File: src/lane_mode_map.vh
// Constants for the lane mode control block
`ifndef LANE_MODE_MAP_VH
`define LANE_MODE_MAP_VH
// =====================================================
// Equalizer strap decode
`define EQ_STRAP_LOW 2'h0
`define EQ_STRAP_HIGH 2'h1
`define EQ_STRAP_FLOAT 2'h2
// Equalizer gain codes, tenths of dB
`define EQ_GAIN_HIGH 8'h8c
`define EQ_GAIN_LOW 8'h4b
// =====================================================
// Function mode field values
`define FUNC_AUTO 2'h0
`define FUNC_REDRIVER 2'h1
`define FUNC_RETIMER 2'h2
// =====================================================
// De-emphasis codes
`define DEEMPH_0DB 2'h0
`define DEEMPH_2DB 2'h1
// =====================================================
// Timing
`define CLK_MHZ 40
`define LOCK_TIME_US 7000
`define RATE_WINDOW_CYC 16'h0190
`define RATE_THRESH 16'h0fa0
// Default DDC rate code, 100 kbps
`define DDC_RATE_DEFAULT 8'h00
`endif

File: src/lane_mode_control.v
// Lane routing, equalizer, output and DDC buffer control for the retimer
`timescale 1ns/1ps
`include "lane_mode_map.vh"
// =====================================================
// Notes on behaviour
// - Swap maps input lanes, outputs fixed
// - Swap on strap low or control bit
// - Swap in both modes; EQ follows mapping
// - Polarity inversion only while retiming
// - Auto mode: inversion lost below threshold
// - Per data lane TMDS error counters
// - Strap high 14 dB, low 7.5, float adaptive
// - Adaptive only retimer; register selectable too (code: register mode always forces fixed gain, adaptive off)
// - Register field sets fixed gain all lanes
// - Four termination settings from register field
// - Outputs high impedance while enable low
// - De-emphasis from strap or register field
// - Retime above about 25 MHz pixel clock
// - Relock about 7 ms, drivers optional off
// - Function mode field; redriver powers off PLL
// - Redriver disables retiming
// - Source DDC forwarded after start condition
// - Sink data response driven to source
// - DDC rate default 100 kbps, selectable
// - Control inputs ignored while enable low
module lane_mode_control #(
  parameter LOCK_CYCLES = `LOCK_TIME_US * `CLK_MHZ,
  parameter CNT_W = 16
) (
  input wire clk,
  input wire reset_n,
  input wire clk_en,
  input wire output_enable,
  input wire swap_strap_n,
  input wire swap_reg,
  input wire polarity_reg,
  input wire [1:0] equalizer_select_strap,
  input wire eq_reg_mode,
  input wire [4:0] eq_gain_reg,
  input wire [1:0] source_termination_select,
  input wire deemph_strap_n,
  input wire i2c_mode,
  input wire [1:0] deemph_reg,
  input wire [1:0] function_mode_select,
  input wire drivers_off_lock,
  input wire pixel_clk,
  input wire [3:0] lane_in,
  input wire [2:0] tmds_error,
  input wire err_clear,
  input wire [7:0] ddc_rate_reg,
  input wire source_side_ddc_data,
  input wire source_side_ddc_clock,
  input wire sink_side_ddc_data,
  input wire sink_ready,
  output reg [3:0] lane_out,
  output reg lane_valid,
  output reg tmds_out_en,
  output reg retimer_active,
  output reg pll_power_on,
  output reg adaptive_eq,
  output reg [7:0] eq_gain,
  output reg [1:0] term_setting,
  output reg [1:0] deemph_setting,
  output reg [CNT_W-1:0] err_count_0,
  output reg [CNT_W-1:0] err_count_1,
  output reg [CNT_W-1:0] err_count_2,
  output reg sink_ddc_data_out,
  output reg sink_ddc_data_oe,
  output reg sink_ddc_clock_out,
  output reg sink_ddc_clock_oe,
  output reg source_ddc_data_out,
  output reg source_ddc_data_oe,
  output reg [7:0] ddc_rate
);
  // =====================================================
  // Input synchronisers, two stages each
  reg [11:0] s1_r;
  reg [11:0] s2_r;
  wire oe_s = s2_r[0];
  wire swap_n_s = s2_r[1];
  wire pclk_s = s2_r[2];
  wire source_side_ddc_data_s = s2_r[3];
  wire source_side_ddc_clock_s = s2_r[4];
  wire sink_side_ddc_data_s = s2_r[5];
  wire deemph_n_s = s2_r[6];
  wire [2:0] err_s = s2_r[9:7];
  // Only the second stage is ever read
  always @(posedge clk) begin
    if (!reset_n) begin
      s1_r <= 12'h87b;
      s2_r <= 12'h87b;
    end else if (clk_en) begin
      s1_r <= {equalizer_select_strap, tmds_error, deemph_strap_n, sink_side_ddc_data,
        source_side_ddc_clock, source_side_ddc_data, pixel_clk, swap_strap_n, output_enable};
      s2_r <= s1_r;
    end
  end
  // Gated strap input: held while enable low
  reg [1:0] eq_strap_r;
  always @(posedge clk) begin
    if (!reset_n) begin
      eq_strap_r <= `EQ_STRAP_FLOAT;
    end else if (clk_en && oe_s) begin
      eq_strap_r <= s2_r[11:10];
    end
  end
  // =====================================================
  // Pixel clock rate detector
  reg pclk_d_r;
  reg [15:0] win_r;
  reg [15:0] edges_r;
  reg fast_r;
  reg fast_d_r;
  wire pclk_rise = pclk_s & ~pclk_d_r;
  // Counts pixel clock edges in a fixed window of system clocks
  always @(posedge clk) begin
    if (!reset_n || !oe_s) begin
      pclk_d_r <= 1'b0;
      win_r <= 16'h0000;
      edges_r <= 16'h0000;
      fast_r <= 1'b0;
      fast_d_r <= 1'b0;
    end else if (clk_en) begin
      pclk_d_r <= pclk_s;
      fast_d_r <= fast_r;
      if (win_r == `RATE_WINDOW_CYC) begin
        win_r <= 16'h0000;
        edges_r <= 16'h0000;
        fast_r <= (edges_r >= (`RATE_THRESH >> 4));
      end else begin
        win_r <= win_r + 16'h0001;
        if (pclk_rise) begin
          edges_r <= edges_r + 16'h0001;
        end
      end
    end
  end
  // =====================================================
  // Mode state machine, one-hot
  localparam ST_REDRV = 3'b001;
  localparam ST_LOCK = 3'b010;
  localparam ST_RETIME = 3'b100;
  reg [2:0] state_r;
  reg [2:0] state_nxt;
  reg [31:0] lock_cnt_r;
  wire want_retime = (function_mode_select == `FUNC_RETIMER) ||
                     ((function_mode_select == `FUNC_AUTO) && fast_r);
  always @* begin
    state_nxt = state_r;
    case (state_r)
      ST_REDRV: begin
        if (want_retime) begin
          state_nxt = ST_LOCK;
        end
      end
      ST_LOCK: begin
        if (!want_retime) begin
          state_nxt = ST_REDRV;
        end else if (lock_cnt_r >= LOCK_CYCLES - 1) begin
          state_nxt = ST_RETIME;
        end
      end
      ST_RETIME: begin
        if (!want_retime) begin
          state_nxt = ST_REDRV;
        end else if (fast_r != fast_d_r) begin
          state_nxt = ST_LOCK;
        end
      end
      default: state_nxt = ST_REDRV;
    endcase
  end
  // State register and lock timer
  always @(posedge clk) begin
    if (!reset_n || !oe_s) begin
      state_r <= ST_REDRV;
      lock_cnt_r <= 32'h00000000;
    end else if (clk_en) begin
      state_r <= state_nxt;
      if (state_r == ST_LOCK && state_nxt == ST_LOCK) begin
        lock_cnt_r <= lock_cnt_r + 32'h00000001;
      end else begin
        lock_cnt_r <= 32'h00000000;
      end
    end
  end
  wire retiming = (state_r == ST_RETIME);
  // =====================================================
  // Two-entry lane buffer
  reg [3:0] buf_mem [0:1];
  reg [1:0] buf_cnt_r;
  reg wr_ptr_r;
  reg rd_ptr_r;
  wire buf_empty = (buf_cnt_r == 2'h0);
  wire buf_full = (buf_cnt_r == 2'h2);
  wire swap_on = ~swap_n_s | swap_reg;
  // Remap inputs in order {clk, d2, d1, d0}; output positions are fixed
  function [3:0] route;
    input [3:0] d;
    input sw;
    begin
      route = sw ? {d[2], d[3], d[0], d[1]} : d;
    end
  endfunction
  wire pol_on = polarity_reg & retiming;
  wire [3:0] routed = route(lane_in, swap_on) ^ {4{pol_on}};
  wire push = oe_s & ~buf_full;
  wire pop = ~buf_empty & (~lane_valid | sink_ready);
  // Buffer: sink stall fills it, full refuses new words
  always @(posedge clk) begin
    if (!reset_n || !oe_s) begin
      buf_cnt_r <= 2'h0;
      wr_ptr_r <= 1'b0;
      rd_ptr_r <= 1'b0;
      lane_out <= 4'h0;
      lane_valid <= 1'b0;
      buf_mem[0] <= 4'h0;
      buf_mem[1] <= 4'h0;
    end else if (clk_en) begin
      if (push) begin
        buf_mem[wr_ptr_r] <= routed;
        wr_ptr_r <= ~wr_ptr_r;
      end
      if (pop) begin
        lane_out <= buf_mem[rd_ptr_r];
        lane_valid <= 1'b1;
        rd_ptr_r <= ~rd_ptr_r;
      end else if (sink_ready) begin
        lane_valid <= 1'b0;
      end
      buf_cnt_r <= buf_cnt_r + {1'b0, push} - {1'b0, pop};
    end
  end
  // =====================================================
  // Error counters per data lane
  function [CNT_W-1:0] bump;
    input [CNT_W-1:0] c;
    input e;
    begin
      bump = (e && c != {CNT_W{1'b1}}) ? c + 1'b1 : c;
    end
  endfunction
  // Clear and error in one cycle: count restarts at one
  always @(posedge clk) begin
    if (!reset_n || !oe_s) begin
      err_count_0 <= {CNT_W{1'b0}};
      err_count_1 <= {CNT_W{1'b0}};
      err_count_2 <= {CNT_W{1'b0}};
    end else if (clk_en) begin
      err_count_0 <= bump(err_clear ? {CNT_W{1'b0}} : err_count_0, err_s[0]);
      err_count_1 <= bump(err_clear ? {CNT_W{1'b0}} : err_count_1, err_s[1]);
      err_count_2 <= bump(err_clear ? {CNT_W{1'b0}} : err_count_2, err_s[2]);
    end
  end
  // =====================================================
  // Output settings
  always @(posedge clk) begin
    if (!reset_n || !oe_s) begin
      tmds_out_en <= 1'b0;
      retimer_active <= 1'b0;
      pll_power_on <= 1'b0;
      adaptive_eq <= 1'b0;
      eq_gain <= `EQ_GAIN_LOW;
      term_setting <= 2'h0;
      deemph_setting <= `DEEMPH_0DB;
      ddc_rate <= `DDC_RATE_DEFAULT;
    end else if (clk_en) begin
      tmds_out_en <= ~((state_r == ST_LOCK) & drivers_off_lock);
      retimer_active <= retiming;
      pll_power_on <= (state_r != ST_REDRV);
      if (eq_reg_mode) begin
        adaptive_eq <= 1'b0;
        eq_gain <= {3'h0, eq_gain_reg};
      end else begin
        adaptive_eq <= (eq_strap_r == `EQ_STRAP_FLOAT) & (state_r != ST_REDRV);
        eq_gain <= (eq_strap_r == `EQ_STRAP_HIGH) ? `EQ_GAIN_HIGH : `EQ_GAIN_LOW;
      end
      term_setting <= source_termination_select;
      deemph_setting <= i2c_mode ? deemph_reg : (deemph_n_s ? `DEEMPH_0DB : `DEEMPH_2DB);
      ddc_rate <= ddc_rate_reg;
    end
  end
  // =====================================================
  // DDC buffer: forwards after a start on the source side
  reg source_side_ddc_data_d_r;
  reg active_r;
  reg src_echo_r, snk_echo_r; // Own low returns late through the sync; masked till line high
  always @(posedge clk) begin
    if (!reset_n || !oe_s) begin
      source_side_ddc_data_d_r <= 1'b1;
      active_r <= 1'b0;
      sink_ddc_data_out <= 1'b0;
      sink_ddc_data_oe <= 1'b0;
      sink_ddc_clock_out <= 1'b0;
      sink_ddc_clock_oe <= 1'b0;
      source_ddc_data_out <= 1'b0;
      source_ddc_data_oe <= 1'b0;
      src_echo_r <= 1'b0;
      snk_echo_r <= 1'b0;
    end else if (clk_en) begin
      source_side_ddc_data_d_r <= source_side_ddc_data_s;
      if (source_side_ddc_clock_s && source_side_ddc_data_d_r && !source_side_ddc_data_s) begin
        active_r <= 1'b1;
      end else if (source_side_ddc_clock_s && !source_side_ddc_data_d_r && source_side_ddc_data_s) begin
        active_r <= 1'b0;
      end
      // forward lows to the sink side
      sink_ddc_clock_oe <= active_r & ~source_side_ddc_clock_s;
      sink_ddc_data_oe <= active_r & ~source_side_ddc_data_s & ~source_ddc_data_oe & ~src_echo_r;
      // sink pulls low, echo to source
      source_ddc_data_oe <= active_r & ~sink_side_ddc_data_s & ~sink_ddc_data_oe & ~snk_echo_r;
      src_echo_r <= source_ddc_data_oe | (src_echo_r & ~source_side_ddc_data_s);
      snk_echo_r <= sink_ddc_data_oe | (snk_echo_r & ~sink_side_ddc_data_s);
    end
  end
endmodule // lane_mode_control

File: config.mk
export PLATFORM = sky130hd
export DESIGN_NAME = lane_mode_control
export DESIGN_NICKNAME = d
export VERILOG_FILES = /design/src/lane_mode_control.v
export VERILOG_INCLUDE_DIRS = /design/src
export SDC_FILE = /design/constraint.sdc
export NUM_CORES = 1
export LEC_CHECK = 0
export BUFFER_PORTS_ARGS = -buffer_cell sky130_fd_sc_hd__buf_2
export CAP_MARGIN = 20
export CORE_MARGIN = 2
export CORE_UTILIZATION = 58
export DETAILED_ROUTE_END_ITERATION = 10
export PLACE_DENSITY = 0.81
export SYNTH_ARGS = -nofsm -noshare
export SYNTH_HDL_FRONTEND = slang
export SYNTH_SLANG_ARGS = --single-unit
File: constraint.sdc
create_clock -name clk -period 3.2 [get_ports clk]
set_input_delay 0 -clock clk [delete_from_list [all_inputs] [get_ports clk]]
set_output_delay 0 -clock clk [all_outputs]
set_load 0.02 [all_outputs]
==> results by group, run 1 <==
Outcome
  – Status: finished, final reports clean

Clock tree
  – CTS-repair resized insts: 0
  – H-Tree Depth: 4
  – CTS Buffer Depth: 2
  – CTS Buf Count: 17
  – Post-CTS setup buffer count: 0
  – Clk slew on worst S/H paths: 0.07 ns
  – CTS tree: built
  – Clk sinks: 191
  – Hold_buf cts: 35
  – Clk root buf: clkbuf_16
  – Latest clock arrival within the worst-skew pair: around 0.44 ns

Final layout
  – Max FFs per register: 32
  – Biggest register: lock_cnt_r
  – Most frequent cells in the layout: 183 x dfxtp_1, 143 x nor2_1, 122 x buf_2
  – Commonest non-fill, non-tap cell in the layout: dfxtp_1
  – Final #Nets: 1236
  – Fillers: between 1k and 1.5k
  – Synth-to-layout area growth: 17.91%
  – # diodes: 0
  – Fraction of layout cells with a size suffix above 1: 0.1566

Synth
  – Seq cells post-synth: 191
  – Post-synth EDFFs: 8
  – Post-Syn Instances: 1052
  – Synth warnings: 0
  – Number of distinct library cells after synthesis: 70
  – Post-synthesis sequential area ratio: 0.4302
  – Top_reg_cell synth: dfxtp_1
  – FFs w/ async S/R, synth: 0
  – Mean Syn Cell Area: 8.626 sq um
  – Netlist Area Pre-Place: 0.009075 sq mm

Floorplanning
  – Core ar.: around 0.015 sq mm
  – Rows: 45
  – Num ports: 128
  – Initial Utilization: 0.5948
  – Die Wd: 129.1 um
  – Die ar.: 0.01666 sq mm
  – Chip height: 129.1 um

GRT
  – First-pass GRT wire length: 36.25 mm
  – Largest net degree at the start of global routing: 60
  – Grt ovf: 0
  – Tot GR Track Use: 0.2681
  – Antenna violations before repair: 0
  – Vias in the first global route: 7513

Drt
  – Via density: between 5 and 6
  – Overall via count from detail_route: 8188
  – Wire per inst: 15.69 um
  – Initial DRT Pass Iterations: 5
  – Final Routed Wirelength: 22.05 mm
  – Antenna Violating Nets Remaining: 0
  – Starting DRT DRC Count: 643
  – DR DRC count: 0

Worst setup path
  – Crit path to: lock_cnt_r[19]
  – CP Class: reg2reg
  – Critical Path Start Type: flip-flop
  – Reg2reg end: lock_cnt_r[19]
  – Crit Path Max Fanout: 21
  – Reg2reg start: lock_cnt_r[20]
  – Worst reg-to-reg setup slack: 0.73 ns
  – R2R depth: 6
  – Worst path required time: 3.55 ns
  – CP startpoint: lock_cnt_r[20]
  – Crit path arrival time: 2.81 ns
  – Worst Setup End Kind: flip-flop

Placement
  – Hpwl dp: around 14 mm
  – Port bufs: 123
  – Final Wtd Congestion: 0.8556
  – Dpl ws: approximately 0.8 ns

Timing
  – Final Max Tran Viols: 0
  – Worst Slack Setup Final: 0.7312 ns
  – Measured slew at the worst slew-check pin: 0.9390 ns
  – Final Cycle Share: 0.7715
  – Setup_tns: 0 ns
  – Post-layout min period: 2.469 ns
  – # setup viols final: 0
  – Final Hold Fails: 0
  – Slew headroom: 0.3740
  – Final Skew: between 0.009 and 0.01 ns
  – RSZ-0062 raised after global routing: no
  – Maximum clock rate: 405.1 MHz

Power
  – P_leak: roughly 4.2 nW
  – IR drop worst, VDD: approximately 390 uV
  – Pwr dens: roughly 480 mW/mm^2

Job
  – Max-Cap Viols: 0

Worst hold path
  – Worst hold path class: in2reg
how the worst min path moves through the flow:
| stage | startpoint | end | slack [ns] | depth (start not counted) |
|---|---|---|---|---|
| 2_1_floorplan | drivers_off_lock | tmds_out_en | 0.11 | 1 |
| 3_3_place_gp | drivers_off_lock | tmds_out_en | 0.20 | 2 |
| 3_5_place_dp | drivers_off_lock | tmds_out_en | 0.21 | 2 |
| 4_1_cts | eq_reg_mode | eq_gain[2] | 0.01 | 3 |
| 5_1_grt | reset_n | s1_r[4] | 0.02 | 3 |
| 6_report | eq_reg_mode | eq_gain[2] | 0.02 | 3 |
final cells by class:
type | instances | area [sq um] | share of cell area
tap | 211 | 264.0 | 0.02467
clock buffer | 17 | 425.4 | 0.03976
timing repair buffer | 166 | 1028 | 0.09612
multi-input combinational | 786 | 4850 | 0.4532
clock inverter | 15 | 157.7 | 0.01473
sequential | 191 | 3904 | 0.3648
inverter | 19 | 71.32 | 0.006665
power by group:
part	total (mW)	internal (mW)	leakage (nW)	switching [mW]
logic	0.541	0.224	2.37	0.317
registers	2.54	2.48	1.57	0.0622
clock network	2.11	1.16	0.278	0.946
total	5.19	3.86	4.22	1.32
critical path: stages (launching register included):
cell and delay (ns):
dfxtp_1 0.35, nor4_1 0.29, nand4_1 0.14, nor4_1 0.69
a31oi_2 0.40, buf_4 0.33, nor2_1 0.19
per-stage QoR:
step,std cells,utilization,total power [mW],area [sq um],hold WS [ns]
6_report,1405,0.7013,5.188,10700,0.01723
5_1_grt,1405,0.7013,5.363,10700,0.02253
4_1_cts,1405,0.7013,5.198,10700,0.01006
3_5_place_dp,1338,0.6401,3.082,9767,0.2063
3_3_place_gp,1338,0.6401,3.063,9767,0.2023
2_1_floorplan,1055,-,2.944,9086,0.1083
cell usage after synthesis, types with 5 or more instances:
master,number,area share
buf_2,16,0.0088
nor4_1,19,0.013
o211ai_1,7,0.0058
a211oi_1,6,0.0050
edfxtp_1,8,0.026
a31oi_1,8,0.0055
a21oi_1,58,0.032
ha_1,10,0.014
and3_1,17,0.012
nor3_1,14,0.0077
nand3_1,51,0.028
nor2_1,143,0.059
and4_1,10,0.0097
clkbuf_1,32,0.013
dfxtp_1,183,0.40
and2_1,10,0.0069
nand2_1,104,0.043
a31o_2,5,0.0048
xnor2_1,32,0.031
nand4_1,35,0.024
o21ai_0,31,0.017
buf_4,5,0.0041
inv_1,18,0.0074
mux2i_1,50,0.055
nor2b_1,21,0.014
nand4b_1,5,0.0048
o2111ai_1,13,0.013
xor2_1,43,0.041
nand2b_1,11,0.0076
or3_1,11,0.0076
cell families after synthesis:
kind of cell,share of synthesized area
buffers and inverters,0.03819
muxes,0.06011
AOI/OAI and AO/OA,0.1234
and+or+nand+nor,0.2615
adders and majority gates,0.01379
DFF,0.4302
xor gates and xnor gates,0.07238
other,0.0004132
per-layer routing:
layer  vias to the layer above  track usage  wire length [um]
li1                       3984            -                 -
met4                         0      0.09015               388
met1                      3883       0.3400              9513
met3                        36      0.05574              1274
met5                         -            0                 0
met2                       285       0.4578             10870
Power figures use the tool's default switching activity.
==> inputs of run 2 (changes only) <==
--- a/config.mk
+++ b/config.mk
@@ -9,9 +9,9 @@
 export BUFFER_PORTS_ARGS = -buffer_cell sky130_fd_sc_hd__buf_2
 export CAP_MARGIN = 20
 export CORE_MARGIN = 2
-export CORE_UTILIZATION = 58
+export CORE_UTILIZATION = 52
 export DETAILED_ROUTE_END_ITERATION = 10
-export PLACE_DENSITY = 0.81
+export PLACE_DENSITY = 0.76
 export SYNTH_ARGS = -nofsm -noshare
 export SYNTH_HDL_FRONTEND = slang
 export SYNTH_SLANG_ARGS = --single-unit
==> constraint.sdc (replaced) <==
create_clock -name clk -period 2.1 [get_ports clk]
set_input_delay 0 -clock clk [delete_from_list [all_inputs] [get_ports clk]]
set_output_delay 0 -clock clk [all_outputs]
set_load 0.02 [all_outputs]
==> run 2 against run 1 <==
  * Fmax increased by 22%
  * Clock skew increased by 0.0032 ns
  * Non-clock buffer count increased by 47
  * Combinational power increased by 59%
  * Critical path type unchanged
  * Largest power group unchanged
  * Core utilization decreased by 4.3 points
  * Global-route usage decreased by 2.3 points
  * Clock power increased by 58%
  * Final area increased by 5.7%
  * Routed wire length increased by 2.6%
  * Final cell count increased by 4.4%
  * Total power increased by 55%
  * Critical path depth increased by 1
==> results by group, run 2 (synthesis results as in run 1) <==
Final layout
  – Biggest register: lock_cnt_r (unchanged)
  – # diodes: 0 (unchanged)
  – Fillers: 1379 (was 1196)
  – Commonest non-fill, non-tap cell in the layout: dfxtp_1 (unchanged)
  – Max FFs per register: 32 (unchanged)
  – Most frequent cells in the layout: 181 x dfxtp_1, 143 x nor2_1, 122 x buf_2 (was 183 x dfxtp_1, 143 x nor2_1, 122 x buf_2)
  – Fin area: 0.01131 sq mm (was 0.01070 sq mm)
  – Fraction of layout cells with a size suffix above 1: 0.1997 (was 0.1566)
  – Final #Nets: 1284 (was 1236)
  – Synth-to-layout area growth: 24.58% (was 17.91%)

Clock tree
  – CTS Buffer Depth: 2 (unchanged)
  – Clk root buf: clkbuf_16 (unchanged)
  – CTS tree: built (unchanged)
  – Clk slew on worst S/H paths: 0.08 ns (was 0.07 ns)
  – Latest clock arrival within the worst-skew pair: 0.44 ns (about the same)
  – H-Tree Depth: 4 (unchanged)
  – Clk sinks: 191 (unchanged)
  – CTS Buf Count: 17 (unchanged)

Timing
  – Measured slew at the worst slew-check pin: 0.6814 ns (was 0.9390 ns)
  – # setup viols final: 0 (unchanged)
  – Final Max Tran Viols: 0 (unchanged)
  – RSZ-0062 raised after global routing: yes (was no)
  – Final Hold Fails: 0 (unchanged)
  – Worst Slack Setup Final: 0.07583 ns (was 0.7312 ns)
  – Maximum clock rate: 494.0 MHz (was 405.1 MHz)
  – Worst hold slack: 0.04814 ns (was 0.01723 ns)
  – Post-layout min period: 2.024 ns (was 2.469 ns)
  – Final Cycle Share: 0.9639 (was 0.7715)
  – Setup_tns: 0 ns (unchanged)
  – Slew headroom: 0.5416 (was 0.3740)
  – Final Skew: 0.01245 ns (was 0.009253 ns)

GRT
  – Vias in the first global route: 7589 (was 7513)
  – Largest net degree at the start of global routing: 51 (was 60)
  – Tot GR Track Use: 0.2453 (was 0.2681)
  – Antenna violations before repair: 0 (unchanged)
  – First-pass GRT wire length: 36.73 mm (was 36.25 mm)
  – Grt ovf: 0 (unchanged)

Drt
  – Initial DRT Pass Iterations: 5 (unchanged)
  – Met2 routed WL: 11.24 mm (was 10.87 mm)
  – Via density: 5.648 (was 5.828)
  – Final Routed Wirelength: 22.61 mm (was 22.05 mm)
  – Wire per inst: 15.41 um (was 15.69 um)
  – Metal3 WL: 1.184 mm (was 1.274 mm)
  – Starting DRT DRC Count: 455 (was 643)
  – Antenna Violating Nets Remaining: 0 (unchanged)
  – DR DRC count: 0 (unchanged)
  – Overall via count from detail_route: 8286 (was 8188)
  – Max Used Layer: met4 (unchanged)
  – DRT met1 WL: 9.881 mm (was 9.513 mm)

Worst setup path
  – CP max stage delay: 0.66 ns (was 0.69 ns)
  – CP Class: reg2reg (unchanged)
  – Critical Path Start Type: flip-flop (unchanged)
  – Worst Setup End Kind: flip-flop (unchanged)
  – Critical path cell sequence: nor2b_1, ha_2, nand3_4, or4_4, o2111ai_2, or3_1, a31oi_1 (was nor4_1, nand4_1, nor4_1, a31oi_2, buf_4, nor2_1)
  – Reg2reg start: err_count_2[1] (was lock_cnt_r[20])
  – CP bufs+invs: 0 (was 1)
  – Crit Path Max Fanout: 8 (was 21)
  – Worst path required time: 2.41 ns (was 3.55 ns)
  – Slowest CP cell: or4_4 (was nor4_1)
  – CP startpoint: err_count_2[1] (was lock_cnt_r[20])
  – Crit-path leading delay family: simple AND/OR/NAND/NOR gates (unchanged)
  – Crit path arrival time: 2.34 ns (was 2.81 ns)

Placement
  – Final Wtd Congestion: 0.8510 (was 0.8556)
  – Dpl ws: -0.02197 ns (was 0.8112 ns)
  – Port bufs: 123 (unchanged)
  – Hpwl dp: 14.84 mm (was 13.97 mm)
  – Cell Area, Placed: 0.01015 sq mm (was 0.009767 sq mm)

Power
  – P_leak: 4.506 nW (was 4.220 nW)
  – IR drop worst, VDD: 587.6 uV (was 388.8 uV)
  – Pwr dens: 713.0 mW/mm^2 (was 484.8 mW/mm^2)

Floorplanning
  – Num ports: 128 (unchanged)
  – Core ar.: 0.01718 sq mm (was 0.01526 sq mm)
  – Die Wd: 136.1 um (was 129.1 um)
  – Chip height: 136.1 um (was 129.1 um)
  – Rows: 48 (was 45)
  – Initial Utilization: 0.5283 (was 0.5948)
  – Die ar.: 0.01852 sq mm (was 0.01666 sq mm)

Worst hold path
  – Worst Min Path Start: lane_in[3] (was eq_reg_mode)
  – Worst hold path class: in2reg (unchanged)

Outcome
  – Status: finished, final reports clean (unchanged)

Job
  – Max-Cap Viols: 0 (unchanged)
-- run 2: worst register-to-register path, stage by stage (launching register included) --
cell	delay (ns)
dfxtp_2	0.33
nor2b_1	0.14
ha_2	0.22
nand3_4	0.10
or4_4	0.67
o2111ai_2	0.24
or3_1	0.14
a31oi_1	0.07
-- run 2: power breakdown --
group / total [mW] / switching, mW / leakage, nW / internal [mW]
combinational: 0.861 / 0.485 / 2.64 / 0.376
clock: 3.33 / 1.53 / 0.298 / 1.81
sequential: 3.87 / 0.0909 / 1.57 / 3.78
-- run 2: layer usage --
layer  GRT usage  vias up
li1            -     4084
met1      0.3184     3947
met2      0.4132      228
met3     0.05257       27
met4     0.06597        0
met5           0        -
-- run 2: metrics by stage --
step / power [mW] / std cells / util
after global routing: 8.357 / 1467 / 0.6582
after floorplan: 4.491 / 1055 / -
final: 8.061 / 1467 / 0.6582
after CTS: 8.085 / 1465 / 0.6514
after global placement: 4.701 / 1390 / 0.5909
after detailed placement: 4.729 / 1390 / 0.5909
-- run 2: layout make-up --
class                   count  area, sq um  area share
clock buffers              18        429.2     0.03796
clock inverters            14        172.7     0.01527
inverters                  19        71.32    0.006308
multi-input cells         787         5019      0.4439
flip-flops and latches    191         3906      0.3455
well taps                 225        281.5     0.02490
repair buffers            213         1426      0.1262
-- run 2: repair_timing --
| action | in CTS | in global routing |
|---|---|---|
| setup endpoints to repair | 3 | 31 |
| resized for setup | 2 | 25 |
| endpoints found under the hold margin | 42 | 0 |
| pin swaps | 0 | 5 |
| cloned | 0 | 1 |
| hold buffers | 43 | 0 |
| buffers inserted | 0 | 1 |
-- run 2: worst paths after layout --
kind	slack, ns	to	depth (start not counted)
setup / recovery	0.08	err_count_2[13]	7
hold / removal	0.05	buf_mem[1][3]	4
setup reg to reg	0.08	err_count_2[13]	7
hold reg to reg	0.47	s2_r[1]	2
